**src/hdl/fst_consts.vh**
```
// Function
// - Status word goes out on the TDM line only while the transmit enable is set
// - A six-bit field picks the slot; host keeps that slot free of other talkers
// - Status byte: powered, low supply, gate, limiter, brownout, hot, overcurrent, UV
// - Hot, overcurrent and UV bits only in shutdown transient; nothing after shutdown
// - Four die temperature warnings at four rising thresholds
// - Temperature warnings read live at 0x47 and latched at 0x4F on page 0
// - Five-bit field enables weak pull-downs on audio inputs and inter-chip input
// - Pull-downs stay off during hardware shutdown regardless of the field
// - Pull-down enable field lives at page-0 offset 0x38
// - Live flags at 0x42-0x44, 0x47, 0x48; masks at 0x3B-0x3D, 0x40, 0x41
// - Latched flags at 0x49-0x4B and 0x4F-0x51
// - Clock settings and interrupt pin setup share offset 0x5C
// - Live flags clear on shutdown; latched flags survive it
// - Open-drain interrupt pulls low while any unmasked latched flag is set
// - Writing the latch clear bit clears at once every latched flag whose condition has gone
`ifndef FST_CONSTS_VH
`define FST_CONSTS_VH

`define FST_A_PAGE 8'h00
`define FST_A_MODE 8'h02
`define FST_A_PD 8'h38
`define FST_A_MASK0 8'h3B
`define FST_A_MASK1 8'h3C
`define FST_A_MASK4 8'h3D
`define FST_A_MASK2 8'h40
`define FST_A_MASK3 8'h41
`define FST_A_LIVE0 8'h42
`define FST_A_LIVE1 8'h43
`define FST_A_LIVE1_0 8'h44
`define FST_A_LIVE2 8'h47
`define FST_A_LIVE3 8'h48
`define FST_A_LTCH0 8'h49
`define FST_A_LTCH1 8'h4A
`define FST_A_LTCH1_0 8'h4B
`define FST_A_LTCH2 8'h4F
`define FST_A_LTCH3 8'h50
`define FST_A_LTCH4 8'h51
`define FST_A_CLKCFG 8'h5C
`define FST_A_STATCFG 8'h16
`define FST_A_SFC0 8'h08
`define FST_A_SFC1 8'h09
`define FST_A_SFC2 8'h0A
`define FST_A_SFC3 8'h0C
`define FST_A_SFC4 8'h0D
`define FST_A_SFC5 8'h0E
`define FST_A_SFC6 8'h0F
`define FST_A_SFC7 8'h10
`define FST_A_SFC8 8'h11
`define FST_A_SFC9 8'h12
`define FST_A_SFC10 8'h13
`define FST_A_SFC11 8'h14

`define FST_STAT_EN_BIT 6
`define FST_LTCH_CLR_BIT 2
`define FST_SLOT_BITS 32
`define FST_WORD_BITS 8
`define FST_WORD_END 11'd8
`define FST_MASK2_RST 8'h0F
`define FST_MASK0_RST 8'h00

`define FST_TEMP_TH0 8'd105
`define FST_TEMP_TH1 8'd115
`define FST_TEMP_TH2 8'd125
`define FST_TEMP_TH3 8'd135

`endif

```
**src/hdl/fst_top.v**
```verilog
`timescale 1ns/1ps
`default_nettype none
`include "fst_consts.vh"

module fst_fifo #(
  parameter WIDTH = 8,
  parameter DEPTH = 4
) (
  // Clock and reset
  input wire clk,
  input wire rst,
  // Fill side
  input wire in_valid,
  input wire [WIDTH-1:0] in_data,
  output wire in_ready,
  // Drain side
  output wire out_valid,
  output wire [WIDTH-1:0] out_data,
  input wire out_ready
);
  localparam AW = (DEPTH <= 2) ? 1 : $clog2(DEPTH);
  reg [WIDTH-1:0] mem_q [0:DEPTH-1];
  reg [AW-1:0] wr_q;
  reg [AW-1:0] rd_q;
  reg [AW:0] cnt_q;
  wire push;
  wire pop;

  assign in_ready = (cnt_q != DEPTH[AW:0]);
  assign out_valid = (cnt_q != {(AW+1){1'b0}});
  assign out_data = mem_q[rd_q];
  assign push = in_valid && in_ready;
  assign pop = out_valid && out_ready;

  always @(posedge clk) begin
    if (push) begin
      mem_q[wr_q] <= in_data;
    end
    if (rst) begin
      wr_q <= {AW{1'b0}};
      rd_q <= {AW{1'b0}};
      cnt_q <= {(AW+1){1'b0}};
    end else begin
      if (push) begin
        wr_q <= (wr_q == DEPTH[AW-1:0] - 1'b1) ? {AW{1'b0}} : wr_q + 1'b1;
      end
      if (pop) begin
        rd_q <= (rd_q == DEPTH[AW-1:0] - 1'b1) ? {AW{1'b0}} : rd_q + 1'b1;
      end
      if (push && !pop) begin
        cnt_q <= cnt_q + 1'b1;
      end else if (pop && !push) begin
        cnt_q <= cnt_q - 1'b1;
      end
    end
  end
endmodule

module fst_top (
  // Clock and reset
  input wire clk,
  input wire rst,
  // Register port
  input wire [7:0] reg_addr,
  input wire reg_wr,
  input wire reg_rd,
  input wire [7:0] reg_wdata,
  output reg [7:0] reg_rdata_q,
  // TDM link
  input wire tdm_bclk,
  input wire tdm_fsync,
  output reg tdm_dout_q,
  output reg tdm_dout_oe_n_q,
  // Device state
  input wire hardware_shutdown_pin_n,
  input wire active_mode,
  input wire shutdown_transient,
  input wire shutdown_done,
  input wire powered_up,
  input wire low_voltage_supply_sel,
  input wire noise_gate_active,
  input wire limiter_atten,
  input wire brownout_prevention_atten,
  input wire over_temp,
  input wire over_current,
  input wire high_voltage_supply_uvlo,
  input wire [7:0] die_temp_c,
  // Pins
  output reg interrupt_output_pin_q,
  output reg interrupt_output_pin_oe_n_q,
  output reg [4:0] input_pulldown_enable_q
);
  // Synchronisers for pins
  reg [1:0] bclk_s_q;
  reg [1:0] fs_s_q;
  reg [1:0] sdz_s_q;
  reg bclk_d1_q;
  reg fs_d1_q;
  wire bclk_rise;
  wire bclk_fall;
  wire hw_shutdown;

  always @(posedge clk) begin
    if (rst) begin
      bclk_s_q <= 2'b00;
      fs_s_q <= 2'b00;
      sdz_s_q <= 2'b00;
      bclk_d1_q <= 1'b0;
      fs_d1_q <= 1'b0;
    end else begin
      bclk_s_q <= {bclk_s_q[0], tdm_bclk};
      fs_s_q <= {fs_s_q[0], tdm_fsync};
      sdz_s_q <= {sdz_s_q[0], hardware_shutdown_pin_n};
      bclk_d1_q <= bclk_s_q[1];
      if (bclk_rise) begin
        fs_d1_q <= fs_s_q[1];
      end
    end
  end

  assign bclk_rise = bclk_s_q[1] && !bclk_d1_q;
  assign bclk_fall = !bclk_s_q[1] && bclk_d1_q;
  assign hw_shutdown = !sdz_s_q[1];

  // Registers
  reg [7:0] page_q;
  reg [7:0] mode_q;
  reg [7:0] pd_q;
  reg [7:0] mask0_q;
  reg [7:0] mask1_q;
  reg [7:0] mask2_q;
  reg [7:0] mask3_q;
  reg [7:0] mask4_q;
  reg [7:0] clkcfg_q;
  reg [7:0] statcfg_q;
  reg [7:0] live0_q, live2_q, ltch0_q, ltch2_q;
  reg [7:0] tcfg_q [0:11];
  reg [3:0] tidx;
  reg tsel;
  reg [7:0] rd_d;
  wire pg0;
  wire wr0;
  wire ltch_clr;
  wire status_en;
  wire [5:0] status_slot;
  wire [3:0] temp_hit;
  wire [2:0] fault_now;

  assign pg0 = (page_q == 8'h00);
  assign wr0 = reg_wr && pg0;
  assign ltch_clr = wr0 && (reg_addr == `FST_A_CLKCFG) &&
                    reg_wdata[`FST_LTCH_CLR_BIT];
  assign status_en = statcfg_q[`FST_STAT_EN_BIT];
  assign status_slot = statcfg_q[5:0];

  // Temperature comparators, one per threshold
  genvar gi;
  generate
    for (gi = 0; gi < 4; gi = gi + 1) begin : g_temp
      wire [7:0] th;
      assign th = (gi == 0) ? `FST_TEMP_TH0 :
                  (gi == 1) ? `FST_TEMP_TH1 :
                  (gi == 2) ? `FST_TEMP_TH2 : `FST_TEMP_TH3;
      assign temp_hit[gi] = (die_temp_c > th);
    end
  endgenerate

  assign fault_now = {high_voltage_supply_uvlo, over_current, over_temp};

  // Index of serial frame config registers
  always @* begin
    tsel = 1'b1;
    tidx = 4'd0;
    case (reg_addr)
      `FST_A_SFC0: tidx = 4'd0;
      `FST_A_SFC1: tidx = 4'd1;
      `FST_A_SFC2: tidx = 4'd2;
      `FST_A_SFC3: tidx = 4'd3;
      `FST_A_SFC4: tidx = 4'd4;
      `FST_A_SFC5: tidx = 4'd5;
      `FST_A_SFC6: tidx = 4'd6;
      `FST_A_SFC7: tidx = 4'd7;
      `FST_A_SFC8: tidx = 4'd8;
      `FST_A_SFC9: tidx = 4'd9;
      `FST_A_SFC10: tidx = 4'd10;
      `FST_A_SFC11: tidx = 4'd11;
      default: tsel = 1'b0;
    endcase
  end

  integer i;
  always @(posedge clk) begin
    if (rst) begin
      page_q <= 8'h00;
      mode_q <= 8'h00;
      pd_q <= 8'h00;
      mask0_q <= `FST_MASK0_RST;
      mask1_q <= 8'h00;
      mask2_q <= `FST_MASK2_RST;
      mask3_q <= 8'h00;
      mask4_q <= 8'h00;
      clkcfg_q <= 8'h00;
      statcfg_q <= 8'h00;
      for (i = 0; i < 12; i = i + 1) begin
        tcfg_q[i] <= 8'h00;
      end
    end else if (reg_wr) begin
      if (reg_addr == `FST_A_PAGE) begin
        page_q <= reg_wdata;
      end else if (pg0) begin
        if (tsel) begin
          tcfg_q[tidx] <= reg_wdata;
        end
        case (reg_addr)
          `FST_A_MODE: mode_q <= reg_wdata;
          `FST_A_PD: pd_q <= {3'b000, reg_wdata[4:0]};
          `FST_A_MASK0: mask0_q <= reg_wdata;
          `FST_A_MASK1: mask1_q <= reg_wdata;
          `FST_A_MASK4: mask4_q <= reg_wdata;
          `FST_A_MASK2: mask2_q <= reg_wdata;
          `FST_A_MASK3: mask3_q <= reg_wdata;
          `FST_A_CLKCFG: begin
            clkcfg_q <= reg_wdata & ~(8'h01 << `FST_LTCH_CLR_BIT);
          end
          `FST_A_STATCFG: statcfg_q <= reg_wdata;
          default: ;
        endcase
      end
    end
  end

  // Live and latched flags
  always @(posedge clk) begin
    if (rst) begin
      live0_q <= 8'h00;
      live2_q <= 8'h00;
      ltch0_q <= 8'h00;
      ltch2_q <= 8'h00;
    end else begin
      if (!active_mode || hw_shutdown) begin
        live0_q <= 8'h00;
        live2_q <= 8'h00;
      end else begin
        live0_q <= {5'b00000, fault_now};
        live2_q <= {4'h0, temp_hit};
      end
      // Set wins over clear; shutdown does not touch them
      ltch0_q <= (ltch_clr ? 8'h00 : ltch0_q) |
                 {5'b00000, fault_now};
      ltch2_q <= (ltch_clr ? 8'h00 : ltch2_q) |
                 {4'h0, temp_hit & {4{active_mode}}};
    end
  end

  // Read data
  always @* begin
    rd_d = 8'h00;
    if (reg_addr == `FST_A_PAGE) begin
      rd_d = page_q;
    end else if (pg0) begin
      if (tsel) begin
        rd_d = tcfg_q[tidx];
      end
      case (reg_addr)
        `FST_A_MODE: rd_d = mode_q;
        `FST_A_PD: rd_d = pd_q;
        `FST_A_MASK0: rd_d = mask0_q;
        `FST_A_MASK1: rd_d = mask1_q;
        `FST_A_MASK4: rd_d = mask4_q;
        `FST_A_MASK2: rd_d = mask2_q;
        `FST_A_MASK3: rd_d = mask3_q;
        `FST_A_LIVE0: rd_d = live0_q;
        `FST_A_LIVE2: rd_d = live2_q;
        `FST_A_LIVE1, `FST_A_LIVE1_0, `FST_A_LIVE3: rd_d = 8'h00;
        `FST_A_LTCH0: rd_d = ltch0_q;
        `FST_A_LTCH2: rd_d = ltch2_q;
        `FST_A_LTCH1, `FST_A_LTCH1_0, `FST_A_LTCH3, `FST_A_LTCH4: rd_d = 8'h00;
        `FST_A_CLKCFG: rd_d = clkcfg_q;
        `FST_A_STATCFG: rd_d = statcfg_q;
        default: ;
      endcase
    end
  end

  always @(posedge clk) begin
    if (rst) begin
      reg_rdata_q <= 8'h00;
    end else if (reg_rd) begin
      reg_rdata_q <= rd_d;
    end
  end

  // Interrupt pin and pull-downs
  always @(posedge clk) begin
    if (rst) begin
      interrupt_output_pin_q <= 1'b0;
      interrupt_output_pin_oe_n_q <= 1'b1;
      input_pulldown_enable_q <= 5'b00000;
    end else begin
      interrupt_output_pin_q <= 1'b0;
      interrupt_output_pin_oe_n_q <=
        !(|(ltch0_q[2:0] & ~mask0_q[2:0]) ||
          |(ltch2_q[3:0] & ~mask2_q[3:0]));
      input_pulldown_enable_q <= hw_shutdown ? 5'b00000 : pd_q[4:0];
    end
  end

  // Status word and its queue
  wire [7:0] status_word;
  wire fifo_out_valid;
  wire [7:0] fifo_out_data;
  reg fifo_push;
  reg fifo_pop;
  reg [10:0] bit_cnt_q;
  reg [7:0] shift_q;
  reg sending_q;
  reg pop_req_q;
  reg [10:0] word_base_q;
  wire pop_hit;
  wire [10:0] slot_base;
  wire frame_start;
  wire tx_ok;

  assign status_word = {high_voltage_supply_uvlo & shutdown_transient,
                        over_current & shutdown_transient,
                        over_temp & shutdown_transient,
                        brownout_prevention_atten, limiter_atten,
                        noise_gate_active, low_voltage_supply_sel,
                        powered_up};
  assign tx_ok = status_en && !shutdown_done && !hw_shutdown;
  assign slot_base = {status_slot, 5'b00000};
  assign frame_start = bclk_rise && fs_s_q[1] && !fs_d1_q;
  assign pop_hit = bclk_rise && tx_ok &&
                   ((frame_start ? 11'd0 : bit_cnt_q + 11'd1) == slot_base);

  always @* begin
    fifo_push = frame_start && tx_ok;
    // Stale word left by a cut frame is dropped at the next frame start
    fifo_pop = (frame_start && fifo_out_valid) || (pop_req_q && tx_ok);
  end

  fst_fifo #(
    .WIDTH(`FST_WORD_BITS),
    .DEPTH(4)
  ) u_fifo (
    .clk(clk),
    .rst(rst),
    .in_valid(fifo_push),
    .in_data(status_word),
    .in_ready(),
    .out_valid(fifo_out_valid),
    .out_data(fifo_out_data),
    .out_ready(fifo_pop)
  );

  // Slot counter on bit clock rising edges, drive on falling edges
  always @(posedge clk) begin
    if (rst) begin
      bit_cnt_q <= 11'd0;
      shift_q <= 8'h00;
      sending_q <= 1'b0;
      pop_req_q <= 1'b0;
      word_base_q <= 11'd0;
      tdm_dout_q <= 1'b0;
      tdm_dout_oe_n_q <= 1'b1;
    end else begin
      if (bclk_rise) begin
        bit_cnt_q <= frame_start ? 11'd0 : bit_cnt_q + 11'd1;
      end
      pop_req_q <= pop_hit;
      if (pop_hit) begin
        word_base_q <= slot_base;
      end
      if (pop_req_q && fifo_out_valid) begin
        shift_q <= fifo_out_data;
        sending_q <= 1'b1;
      end else if (bclk_rise && bit_cnt_q + 11'd1 ==
                   word_base_q + `FST_WORD_END) begin
        sending_q <= 1'b0;
      end
      if (!tx_ok) begin
        sending_q <= 1'b0;
        tdm_dout_oe_n_q <= 1'b1;
        tdm_dout_q <= 1'b0;
      end else if (bclk_fall) begin
        if (sending_q && bit_cnt_q >= word_base_q &&
            bit_cnt_q < word_base_q + `FST_WORD_END) begin
          tdm_dout_q <= shift_q[7];
          shift_q <= {shift_q[6:0], 1'b0};
          tdm_dout_oe_n_q <= 1'b0;
        end else begin
          tdm_dout_q <= 1'b0;
          tdm_dout_oe_n_q <= 1'b1;
        end
      end
    end
  end

endmodule
`default_nettype wire

```
**config.mk**
```make
export PLATFORM = sky130hd
export DESIGN_NAME = fst_top
export DESIGN_NICKNAME = d
export VERILOG_FILES = /design/src/hdl/fst_top.v
export VERILOG_INCLUDE_DIRS = /design/src /design/src/hdl
export SDC_FILE = /design/constraint.sdc
export NUM_CORES = 1
export LEC_CHECK = 0
export BUFFER_PORTS_ARGS = -buffer_cell sky130_fd_sc_hd__clkbuf_2
export CAP_MARGIN = 30
export CORE_ASPECT_RATIO = 0.75
export CORE_MARGIN = 2
export CORE_UTILIZATION = 39
export CTS_CLUSTER_DIAMETER = 50
export CTS_CLUSTER_SIZE = 20
export DETAILED_ROUTE_END_ITERATION = 8
export PLACE_DENSITY_LB_ADDON = 0.2
export SLEW_MARGIN = 30
export SYNTH_ARGS = -nofsm -noshare
export SYNTH_HDL_FRONTEND = slang
export SYNTH_HIERARCHICAL = 1
export SYNTH_SLANG_ARGS = --single-unit
```
**constraint.sdc**
```tcl
create_clock -name clk -period 4.5 [get_ports clk]
set_clock_uncertainty 0.2 [all_clocks]
set_input_delay 0.225 -clock clk [delete_from_list [all_inputs] [get_ports clk]]
set_output_delay 0.225 -clock clk [all_outputs]
set_load 0.01 [all_outputs]
```
## Word level (Yosys, flattened, before mapping)

Memories as Yosys holds them, arrays and structs flattened. A register that Yosys moved wholly into a read port is not among the register bits.
Index checks and enable logic that the tools add are counted.

- Bitwise logic cells: 13
- Add/sub/neg operators: 6
- $lt $le $gt $ge: 6
- Muxes and demuxes: 36
- Reduce and logical (&&, ||, !) cells: 57
- Equality and inequality tests: 37

Operator list:

| cell | number |
|---|---|
| 8-bit by 7-bit equality test with 1-bit output, second input constant | 14 |
| 8-bit one-hot mux with 14 select lines | 1 |
| 8-bit two-way mux | 10 |
| 8-bit by 4-bit equality test with 1-bit output, second input constant | 7 |
| 8-bit by 5-bit equality test with 1-bit output, second input constant | 6 |
| 4-bit one-hot mux with 11 select lines | 1 |
| 4-bit AND reduction | 9 |
| 8-bit by 6-bit equality test with 1-bit output, second input constant | 4 |
| 8-bit by 7-bit > comparator with 1-bit output, second input constant | 3 |
| 11-bit equality test | 2 |
| 1-bit logical AND | 22 |
| 8-bit logical NOT | 2 |
| 1-bit two-way mux | 16 |
| 12-bit OR reduction | 1 |
| 11-bit by 1-bit adder with 11-bit output, second input constant | 1 |
| 11-bit by 4-bit adder with 11-bit output, second input constant | 1 |
| 11-bit greater-or-equal comparator | 1 |
| 11-bit less-than comparator | 1 |
| 11-bit two-way mux | 1 |
| 1-bit logical NOT | 9 |
| 4-bit bitwise AND | 2 |
| 8-bit by 2-bit equality test with 1-bit output, second input constant | 1 |
| 8-bit > comparator, second input constant | 1 |
| 2-bit two-way mux | 4 |
| other kinds (23) | 35 |

- Output and inout port bits: 17
- Logic and storage cells: 191
- Bits in registers: 166
- Input port bits: 42
- Memories: 2
- RAM bits: 128

Memory list:

| memory | depth | width | rd ports | clocked after Yosys merged registers in | write ports | RTL line | RTL |
|---|---|---|---|---|---|---|---|
| tcfg_q | 12 | 8 | 1 | 0 | 12 | fst_top.v:137 | `reg [7:0] tcfg_q [0:11];` |
| u_fifo.mem_q | 4 | 8 | 1 | 1 | 1 | fst_top.v:22 | `reg [WIDTH-1:0] mem_q [0:DEPTH-1];` |

## Depth between registers and ports, before layout

Gate-level depths: netlist of run 1.

- Depth in word-level cells: 11
- Depth in mapped cells: 11
- Mapped depth without buffers: 10

## Cells and area by module

The synthesis of run 1 kept the hierarchy.

Modules (own cells, without submodules):

| module | area an instance (µm²) | cells an instance | seq. area each (µm²) | instances |
|---|---|---|---|---|
| fst_top | 11718.7 | 1211 | 5705.5 | 1 |
| fst_fifo | 1634.1 | 90 | 1141.1 | 1 |

## Least setup slack after synthesis of run 1

No wires, ideal clock.

- Path kind: register to register
- From: register bclk_d1_q
- To: register u_fifo.cnt_q[2]
- Setup time: 70 ps
- Path buffers: 1
- Cell stages (with the launch flop): 12
- Period minus slack after synthesis: 3173 ps
- Required time: 4230 ps
- Path slack: 1327 ps
- Data arrival time: 2903 ps
- Path through: dfxtp_1 -> nand2b_1 -> clkbuf_1 -> nor3b_1 -> and2_1 -> and2_4 -> ha_1 -> inv_1 -> fa_1 -> xor2_1 -> or3_2 -> a21oi_1

- Elaborated cells on any way between the ends: 15
- Classes of those cells: 1 x mux; 14 x reduce/logical

RTL lines:

| what | RTL line | RTL |
|---|---|---|
| start: declaration | fst_top.v:97 | `reg bclk_d1_q;` |
| start signal: assignment | fst_top.v:114 | `bclk_d1_q <= bclk_s_q[1];` |
| 1-bit logical NOT * | fst_top.v:121 | `assign bclk_rise = bclk_s_q[1] && !bclk_d1_q;` |
| 1-bit logical AND * | fst_top.v:121 |  |
| 1-bit logical AND * (2 in a row) | fst_top.v:332 | `assign frame_start = bclk_rise && fs_s_q[1] && !fs_d1_q;` |
| 1-bit logical AND * | fst_top.v:337 | `fifo_push = frame_start && tx_ok;` |
| via fifo_push | fst_top.v:312 | `reg fifo_push;` |
| 1-bit logical AND * | fst_top.v:32 | `assign push = in_valid && in_ready;` |
| via u_fifo.push | fst_top.v:26 | `wire push;` |
| 1-bit logical NOT | fst_top.v:52 | `end else if (pop && !push) begin` |
| 1-bit logical AND | fst_top.v:52 |  |
| 2-bit nonzero test (no line) | -- |  |
| end signal: assignment | fst_top.v:42 | `cnt_q <= {(AW+1){1'b0}};` |
| end signal: assignment | fst_top.v:51 | `cnt_q <= cnt_q + 1'b1;` |
| end signal: assignment | fst_top.v:53 | `cnt_q <= cnt_q - 1'b1;` |
| end: declaration | fst_top.v:25 | `reg [AW:0] cnt_q;` |

The timed path passes the listed nets; every way through them passes the cells marked *.
A chain may end at the register's enable or synchronous reset.

==> summary.md, run 1 <==
| Metric | Value |
|---|---|
| Reg2Reg Capture Point | tcfg_q[1][6] |
| Routed WL | 39.2 mm |
| Worst Path Arrival | 3.46 ns |
| Compound-Gate Fraction of Synth Area | 12.3% |
| Core footprint | 33600 um^2 |
| Dpl ws | 0.829 ns |
| Die Span X | 218 um |
| CTS tree | done |
| Syn Area/Cell | 10.3 um^2 |
| R2r setup slk | 1.03 ns |
| Mapped Area | 13400 um^2 |
| DRT iter0 DRCs | 1007 |
| Worst min path class | input port to flop |
| Pwr/cell area | 369 nW/um^2 |
| RSZ-0062 raised after global routing | false |
| DRT Pass-1 Iters | 5 |
| Gp weighted congestion | 0.976 |
| CP startpoint kind | flop |
| Ys async rst share | 0% |
| Yosys warns | 6 |
| Commonest non-fill, non-tap cell in the layout | nor2_1 |
| Final Non-Filler Cells | 1827 |
| Dominant cells by area after synthesis | edfxtp_1, dfxtp_1, mux2i_1 |
| Boundary Pins | 59 |
| CTS sink cnt | 278 |
| Fill count | 3177 |
| Initial Util | 39.7% |
| Post-synth top flop | dfxtp_1 |
| Maximum vdd drop | 0.325 mV |
| Yosys top cell by area | edfxtp_1 |
| Hold path start | rst |
| Xor/xnor cell area share of the yosys netlist | 0.956% |
| Worst r2r path cells | 6 |
| IO buf count | 56 |
| # DRC | 0 |
| Max clock buf depth | 3 |
| Cells after synthesis | 1301 |
| Netlist cell types | 95 |
| Worst Setup End Kind | flop |
| Die area | 35700 um^2 |
| Max transition margin | 35.6% |
| Tcrit/Tclk final | 77.0% |
| Simple-gate share of the synthesized area | 21.3% |
| Max Cap Viol | 0 |
| Grt ovf | 0 |
| First-pass GRT wire length | 59.1 mm |
| GRT Total Usage | 21.7% |
| Top-area cell type share of the netlist area | 28.8% |
| Worst Setup Slack, final | 1.03 ns |
| R2R Path Start | page_q[3] |
| Vias | 10372 |
| Final TNS setup | 0 ns |
| Largest net degree at the start of global routing | 73 |
| Measured slew at the worst slew-check pin | 0.954 ns |
| CTS Buf Count | 30 |
| Vias in the first global route | 9724 |
| Hold path endpoint | mask2_q[2] |
| Status | finished, final reports clean |
| Wire per inst | 21.4 um |
| Root buffer cell | clkbuf_16 |
| Die Height | 164 um |
| Routed Antenna Nets | 0 |
| Clock slew at reported path FFs | 0.07 ns |
| WHS Path Cells | 3 |
| Initial antenna violation count | 0 |
| Most frequent cells in the layout | nor2_1, dfxtp_1, edfxtp_1, and2_1, mux2i_1 |
| Placed cell area | 14000 um^2 |
| Adder-cell area share of the yosys netlist | 1.65% |
| Post-CTS Resized | 0 |
| Multiplexer share of the synthesized area | 8.66% |
| Final net count | 1411 |
| Syn Nets | 1360 |
| Count of flip-flops with a built-in enable after synthesis | 128 |
| Detailed Place HPWL | 27.1 mm |
| Fin. max-slew vios | 0 |
| FMAX | 0.288 GHz |
| Required @ worst endpoint | 4.49 ns |
| Final core utilization | 45.5% |
| Lkg Pwr | 5.56 nW |
| CP Max Fanout | 8 |
| Dpl cells | 1746 |
| Area Overhead vs Synth | 14.4% |
| Setup violations, final | 0 |
| Minimum clock period | 3.47 ns |
| Post-route design area | 15300 um^2 |
| Skew-Pair Late Insertion Delay | 0.57 ns |
| Crit path kind | flop to flop |
| Max H-tree Level | 1 |
| Synthesized flop and latch total | 278 |
| Largest family of logic cells by synthesized area | simple AND/OR/NAND/NOR gates |
| Layout cells sized above 1 | 12.9% |
| Worst hold slack | 0.0217 ns |
| Vias per cell | 5.68 |
| Sequential share of the synthesized area | 51.3% |
| Final hold violations | 0 |
| Row count | 58 |
| Tot Pwr | 5.64 mW |
[state kept, by name (all words and copies together), names as in the netlist, 5 cells and up, named ones only]
| name | count |
|---|---|
| pd_q | 5 |
| mask0_q | 8 |
| input_pulldown_enable_q | 5 |
| mask3_q | 8 |
| bit_cnt_q | 11 |
| mode_q | 8 |
| mask4_q | 8 |
| mask1_q | 8 |
| page_q | 8 |
| shift_q | 8 |
| clkcfg_q | 7 |
| reg_rdata_q | 8 |
| u_fifo/mem_q | 32 |
| word_base_q | 6 |
| tcfg_q | 96 |
| mask2_q | 8 |
| statcfg_q | 8 |
[synthesized netlist by cell type, types with 12 or more instances]
master,instances
nor2_1,155
dfxtp_1,150
edfxtp_1,128
and2_1,112
mux2i_1,93
nand2_1,77
clkbuf_1,55
a21oi_1,48
nand3_1,45
o21ai_0,43
inv_1,27
nor3_1,25
o22ai_1,21
and3_1,19
nor2b_1,19
a22oi_1,16
ha_1,16
a211oi_1,12
nor4_1,12
[cell type report]
type | count | area [um^2] | share of cell area, %
tap | 450 | 563 | 3.69
clock buffer | 31 | 776 | 5.08
sequential | 278 | 6850 | 44.8
antenna | 1 | 2.50 | 0.0164
timing repair buffer | 101 | 681 | 4.46
inverter | 27 | 101 | 0.663
multi-input combinational | 914 | 6000 | 39.3
clock inverter | 25 | 305 | 2.00
[timing repair]
item	4_1_cts	5_1_grt
setup endpoints to repair	0	0
hold buffers	24	0
buffers inserted	0	0
endpoints found under the hold margin	60	0
[logic make-up (layout without fill, tap and decap cells)]
logic type,count (synthesis),in the layout
AO/OA/AOI/OAI,236,236
XOR/XNOR,13,13
adder cells (fa/ha/maj),17,17
buffers and inverters,109,184
flip-flops,278,278
multiplexers,105,105
other,1,2
AND/OR/NAND/NOR,542,542
[critical path, cell delays in order, from the launching register on]
cell,delay [ns]
dfxtp_1,0.33
or4_1,0.60
a211oi_2,0.52
nand2_1,0.19
nor2_1,0.24
nand3_1,0.31
o21ai_1,0.71
[power breakdown]
part	internal [mW]	total [mW]	switching [mW]
Clock	1.41	2.63	1.22
Sequential	2.69	2.72	0.0303
Combinational	0.0878	0.288	0.200
Total	4.19	5.64	1.45
[per-layer routing]
layer / part of all wire (%) / GRT usage, % / vias to the layer above
met4: 1.6 / 4.02 / 0
li1: - / - / 4867
met1: 49 / 33.5 / 5046
met3: 9.2 / 5.37 / 43
met5: 0 / 0 / -
met2: 41 / 30.5 / 416
[worst max-delay path by stage]
stage | start | to | slack, ns | cells after the start
after global routing | page_q[3] | tcfg_q[1][6] | 0.78 | 6
after CTS | page_q[3] | tcfg_q[2][3] | 0.82 | 6
after detailed placement | page_q[3] | tcfg_q[2][3] | 0.83 | 6
after floorplan | bclk_d1_q | u_fifo/cnt_q[2] | 1.33 | 11
after global placement | page_q[3] | tcfg_q[1][0] | 0.75 | 6
final | page_q[3] | tcfg_q[1][6] | 1.03 | 6
No activity file was read; power rests on OpenSTA's default activity.
==> run 2, diff against run 1 <==
Settings changed: ABC_AREA from default to 1.
Clock period 4.5 ns to 3.3 ns, I/O delays scaled along.
==> run 2 against run 1 <==
- die area is 0.38% lower
- routed wire length is 5.5% lower
- sequential share of layout area is 0.83 points lower
- non-clock buffer count is 25 higher
- combinational power is 62% higher
- maximum frequency is 17% higher
- critical endpoint is now tcfg_q[4][6]
==> summary.md, run 2 <==
| Metric | Value |
|---|---|
| Status | finished, final reports clean |
| Slowest-stage cell, CP | or4_4 |
| Required @ worst endpoint | 3.33 ns |
| Sequential share of the synthesized area | 51.5% |
| Layout cells sized above 1 | 11.4% |
| Most frequent cells in the layout | nand2_1, nor2_1, inv_1, dfxtp_1, o21ai_0 |
| Worst Path Buf+Inv | 1 |
| FMAX | 0.339 GHz |
| DRT Pass-1 Iters | 5 |
| Setup bufs post-CTS | 0 |
| First-pass GRT wire length | 58.2 mm |
| Commonest non-fill, non-tap cell in the layout | nand2_1 |
| R2R Path Start | page_q[7] |
| Largest registers | tcfg_q (96), u_fifo/mem_q (32), bit_cnt_q (11) |
| Count of flip-flops with a built-in enable after synthesis | 128 |
| Crit-path max cell delay | 0.54 ns |
| Lkg Pwr | 6.51 nW |
| Ys async rst share | 0% |
| CTS Buf Count | 28 |
| CTS tree | done |
| Die Span X | 217 um |
| Largest net degree at the start of global routing | 74 |
| Worst r2r path cells | 10 |
| Yosys top cell by area | edfxtp_1 |
| Grt ovf | 0 |
| Core footprint | 33500 um^2 |
| Initial Util | 39.7% |
| Post-synth top flop | dfxtp_1 |
| Hold path endpoint | mask3_q[1] |
| GRT Total Usage | 20.9% |
| Fin. max-slew vios | 0 |
| Syn Area/Cell | 8.01 um^2 |
| Crit path kind | flop to flop |
| Detailed Place HPWL | 26.0 mm |
| Commonest cells post-synth | nand2_1, nor2_1, inv_1, dfxtp_1, o21ai_0 |
| Synthesized flop and latch total | 278 |
| Xor/xnor cell area share of the yosys netlist | 0.263% |
| Worst min path class | input port to flop |
| Die area | 35600 um^2 |
| Compound-Gate Fraction of Synth Area | 13.9% |
| CP startpoint kind | flop |
| Mapped Area | 13300 um^2 |
| Pwr/cell area | 484 nW/um^2 |
| Max reg flops | 96 |
| Dominant cells by area after synthesis | edfxtp_1, dfxtp_1, nand2_1 |
| Routed Antenna Nets | 0 |
| Syn Nets | 1720 |
| Minimum clock period | 2.95 ns |
| RSZ-0062 raised after global routing | false |
| Skew-Pair Late Insertion Delay | 0.56 ns |
| Boundary Pins | 59 |
| Vias in the first global route | 10349 |
| Vias | 11258 |
| R2r setup slk | 0.35 ns |
| Final TNS setup | 0 ns |
| Vias per cell | 5.03 |
| Worst Setup End Kind | flop |
| Yosys warns | 6 |
| Max H-tree Level | 1 |
| WHS Path Cells | 8 |
| Cells after synthesis | 1661 |
| Multiplexer share of the synthesized area | 0.593% |
| CP Max Fanout | 9 |
| CTS sink cnt | 278 |
| Maximum vdd drop | 0.373 mV |
| Setup violations, final | 0 |
| Initial antenna violation count | 3 |
| Clock slew at reported path FFs | 0.07 ns |
| Fill count | 3343 |
| Die Height | 164 um |
| Wire per inst | 16.5 um |
| Routed WL | 37.0 mm |
| Hold path start | reg_addr[1] |
| Max transition margin | 37.4% |
| IO buf count | 57 |
| Area Overhead vs Synth | 17.0% |
| Top-area cell type share of the netlist area | 28.9% |
| Final hold violations | 0 |
| Root buffer cell | clkbuf_16 |
| Simple-gate share of the synthesized area | 23.9% |
| Most numerous cell in the Yosys netlist | nand2_1 |
| Reg with most FFs | tcfg_q |
| DRT iter0 DRCs | 1071 |
| Gp weighted congestion | 0.931 |
| Reg2Reg Capture Point | tcfg_q[4][6] |
| Final net count | 1821 |
| Adder-cell area share of the yosys netlist | 1.66% |
| Max Cap Viol | 0 |
| Tcrit/Tclk final | 89.4% |
| CP most frequent cell | nor2_4 |
| Crit-path cells | or4_4, nor2_4, nand2_4, nor2_4, inv_2, nor2_4, nand2_4, nor2_4, nand2_2, nand2_1 |
| Netlist cell types | 56 |
| Max clock buf depth | 3 |
| Crit-path leading delay family | simple AND/OR/NAND/NOR gates |
| Measured slew at the worst slew-check pin | 0.933 ns |
| Largest family of logic cells by synthesized area | simple AND/OR/NAND/NOR gates |
| Worst Path Arrival | 2.98 ns |
| Worst hold slack | 0.144 ns |
| Row count | 58 |
| # DRC | 0 |
[run 2: repair_timing]
item	CTS	global route
resized for setup	0	1
setup endpoints to repair	0	6
hold buffers	36	1
hold endpoints to repair	105	2
[run 2: area by class of cell]
type                            instances  area (um^2)  area share [%]
Antenna cell                            3         7.51          0.0482
Clock buffer                           36          825            5.30
Clock inverter                         16          181            1.17
Inverter                              221          830            5.33
Multi-Input combinational cell       1107         5380            34.5
Sequential cell                       278         6850            44.0
Tap cell                              450          563            3.62
Timing Repair Buffer                  126          936            6.01
[run 2: kinds of logic (layout without fill, tap and decap cells)]
family	after synthesis	in the layout
XOR/XNOR	4	4
adder cells (fa/ha/maj)	17	17
AO/OA/AOI/OAI	335	335
AND/OR/NAND/NOR	743	743
flip-flops	278	278
other	1	4
multiplexers	7	7
buffers and inverters	276	399
[run 2: power by group]
part | switching (mW) | internal, mW
Combinational | 0.318 | 0.148
Clock | 1.53 | 1.86
Sequential | 0.0302 | 3.65
Total | 1.88 | 5.66
[run 2: stage by stage]
step	std cells	power [mW]	area (um^2)	setup slack, ns	util (%)
2_1_floorplan	1661	4.01	13300	0.796	-
3_3_place_gp	2143	4.18	14100	0.445	42.2
3_5_place_dp	2143	4.18	14100	0.254	42.2
4_1_cts	2231	7.59	15500	0.255	46.3
5_1_grt	2237	7.79	15600	0.0363	46.4
6_report	2237	7.53	15600	0.349	46.4
[run 2: layer usage]
layer	GRT usage (%)	share of wire, %	up-vias	wire (um)
li1	-	-	5673	-
met3	4.43	7.0	39	2590
met1	32.1	50	5211	18600
met5	0	0	-	0
met4	3.77	1.3	0	474
met2	30.3	42	335	15400
[run 2: tightest hold or removal path: cells and delay by family]
kind,cells,cell delay [ns]
AOI/OAI and AO/OA,1,0.05
buffers and inverters,2,0.21
and+or+nand+nor,5,0.43
[run 2: how the worst max path moves through the flow]
stage	startpoint	slack, ns	end	depth (start not counted)
detailed placement	bit_cnt_q[0]	0.25	word_base_q[6]	12
floorplan	bclk_s_q[1]	0.80	u_fifo/cnt_q[2]	18
finish	page_q[7]	0.35	tcfg_q[4][6]	10
CTS	bit_cnt_q[0]	0.25	word_base_q[6]	12
global placement	bit_cnt_q[0]	0.44	word_base_q[7]	12
global route	bit_cnt_q[0]	0.04	word_base_q[6]	12
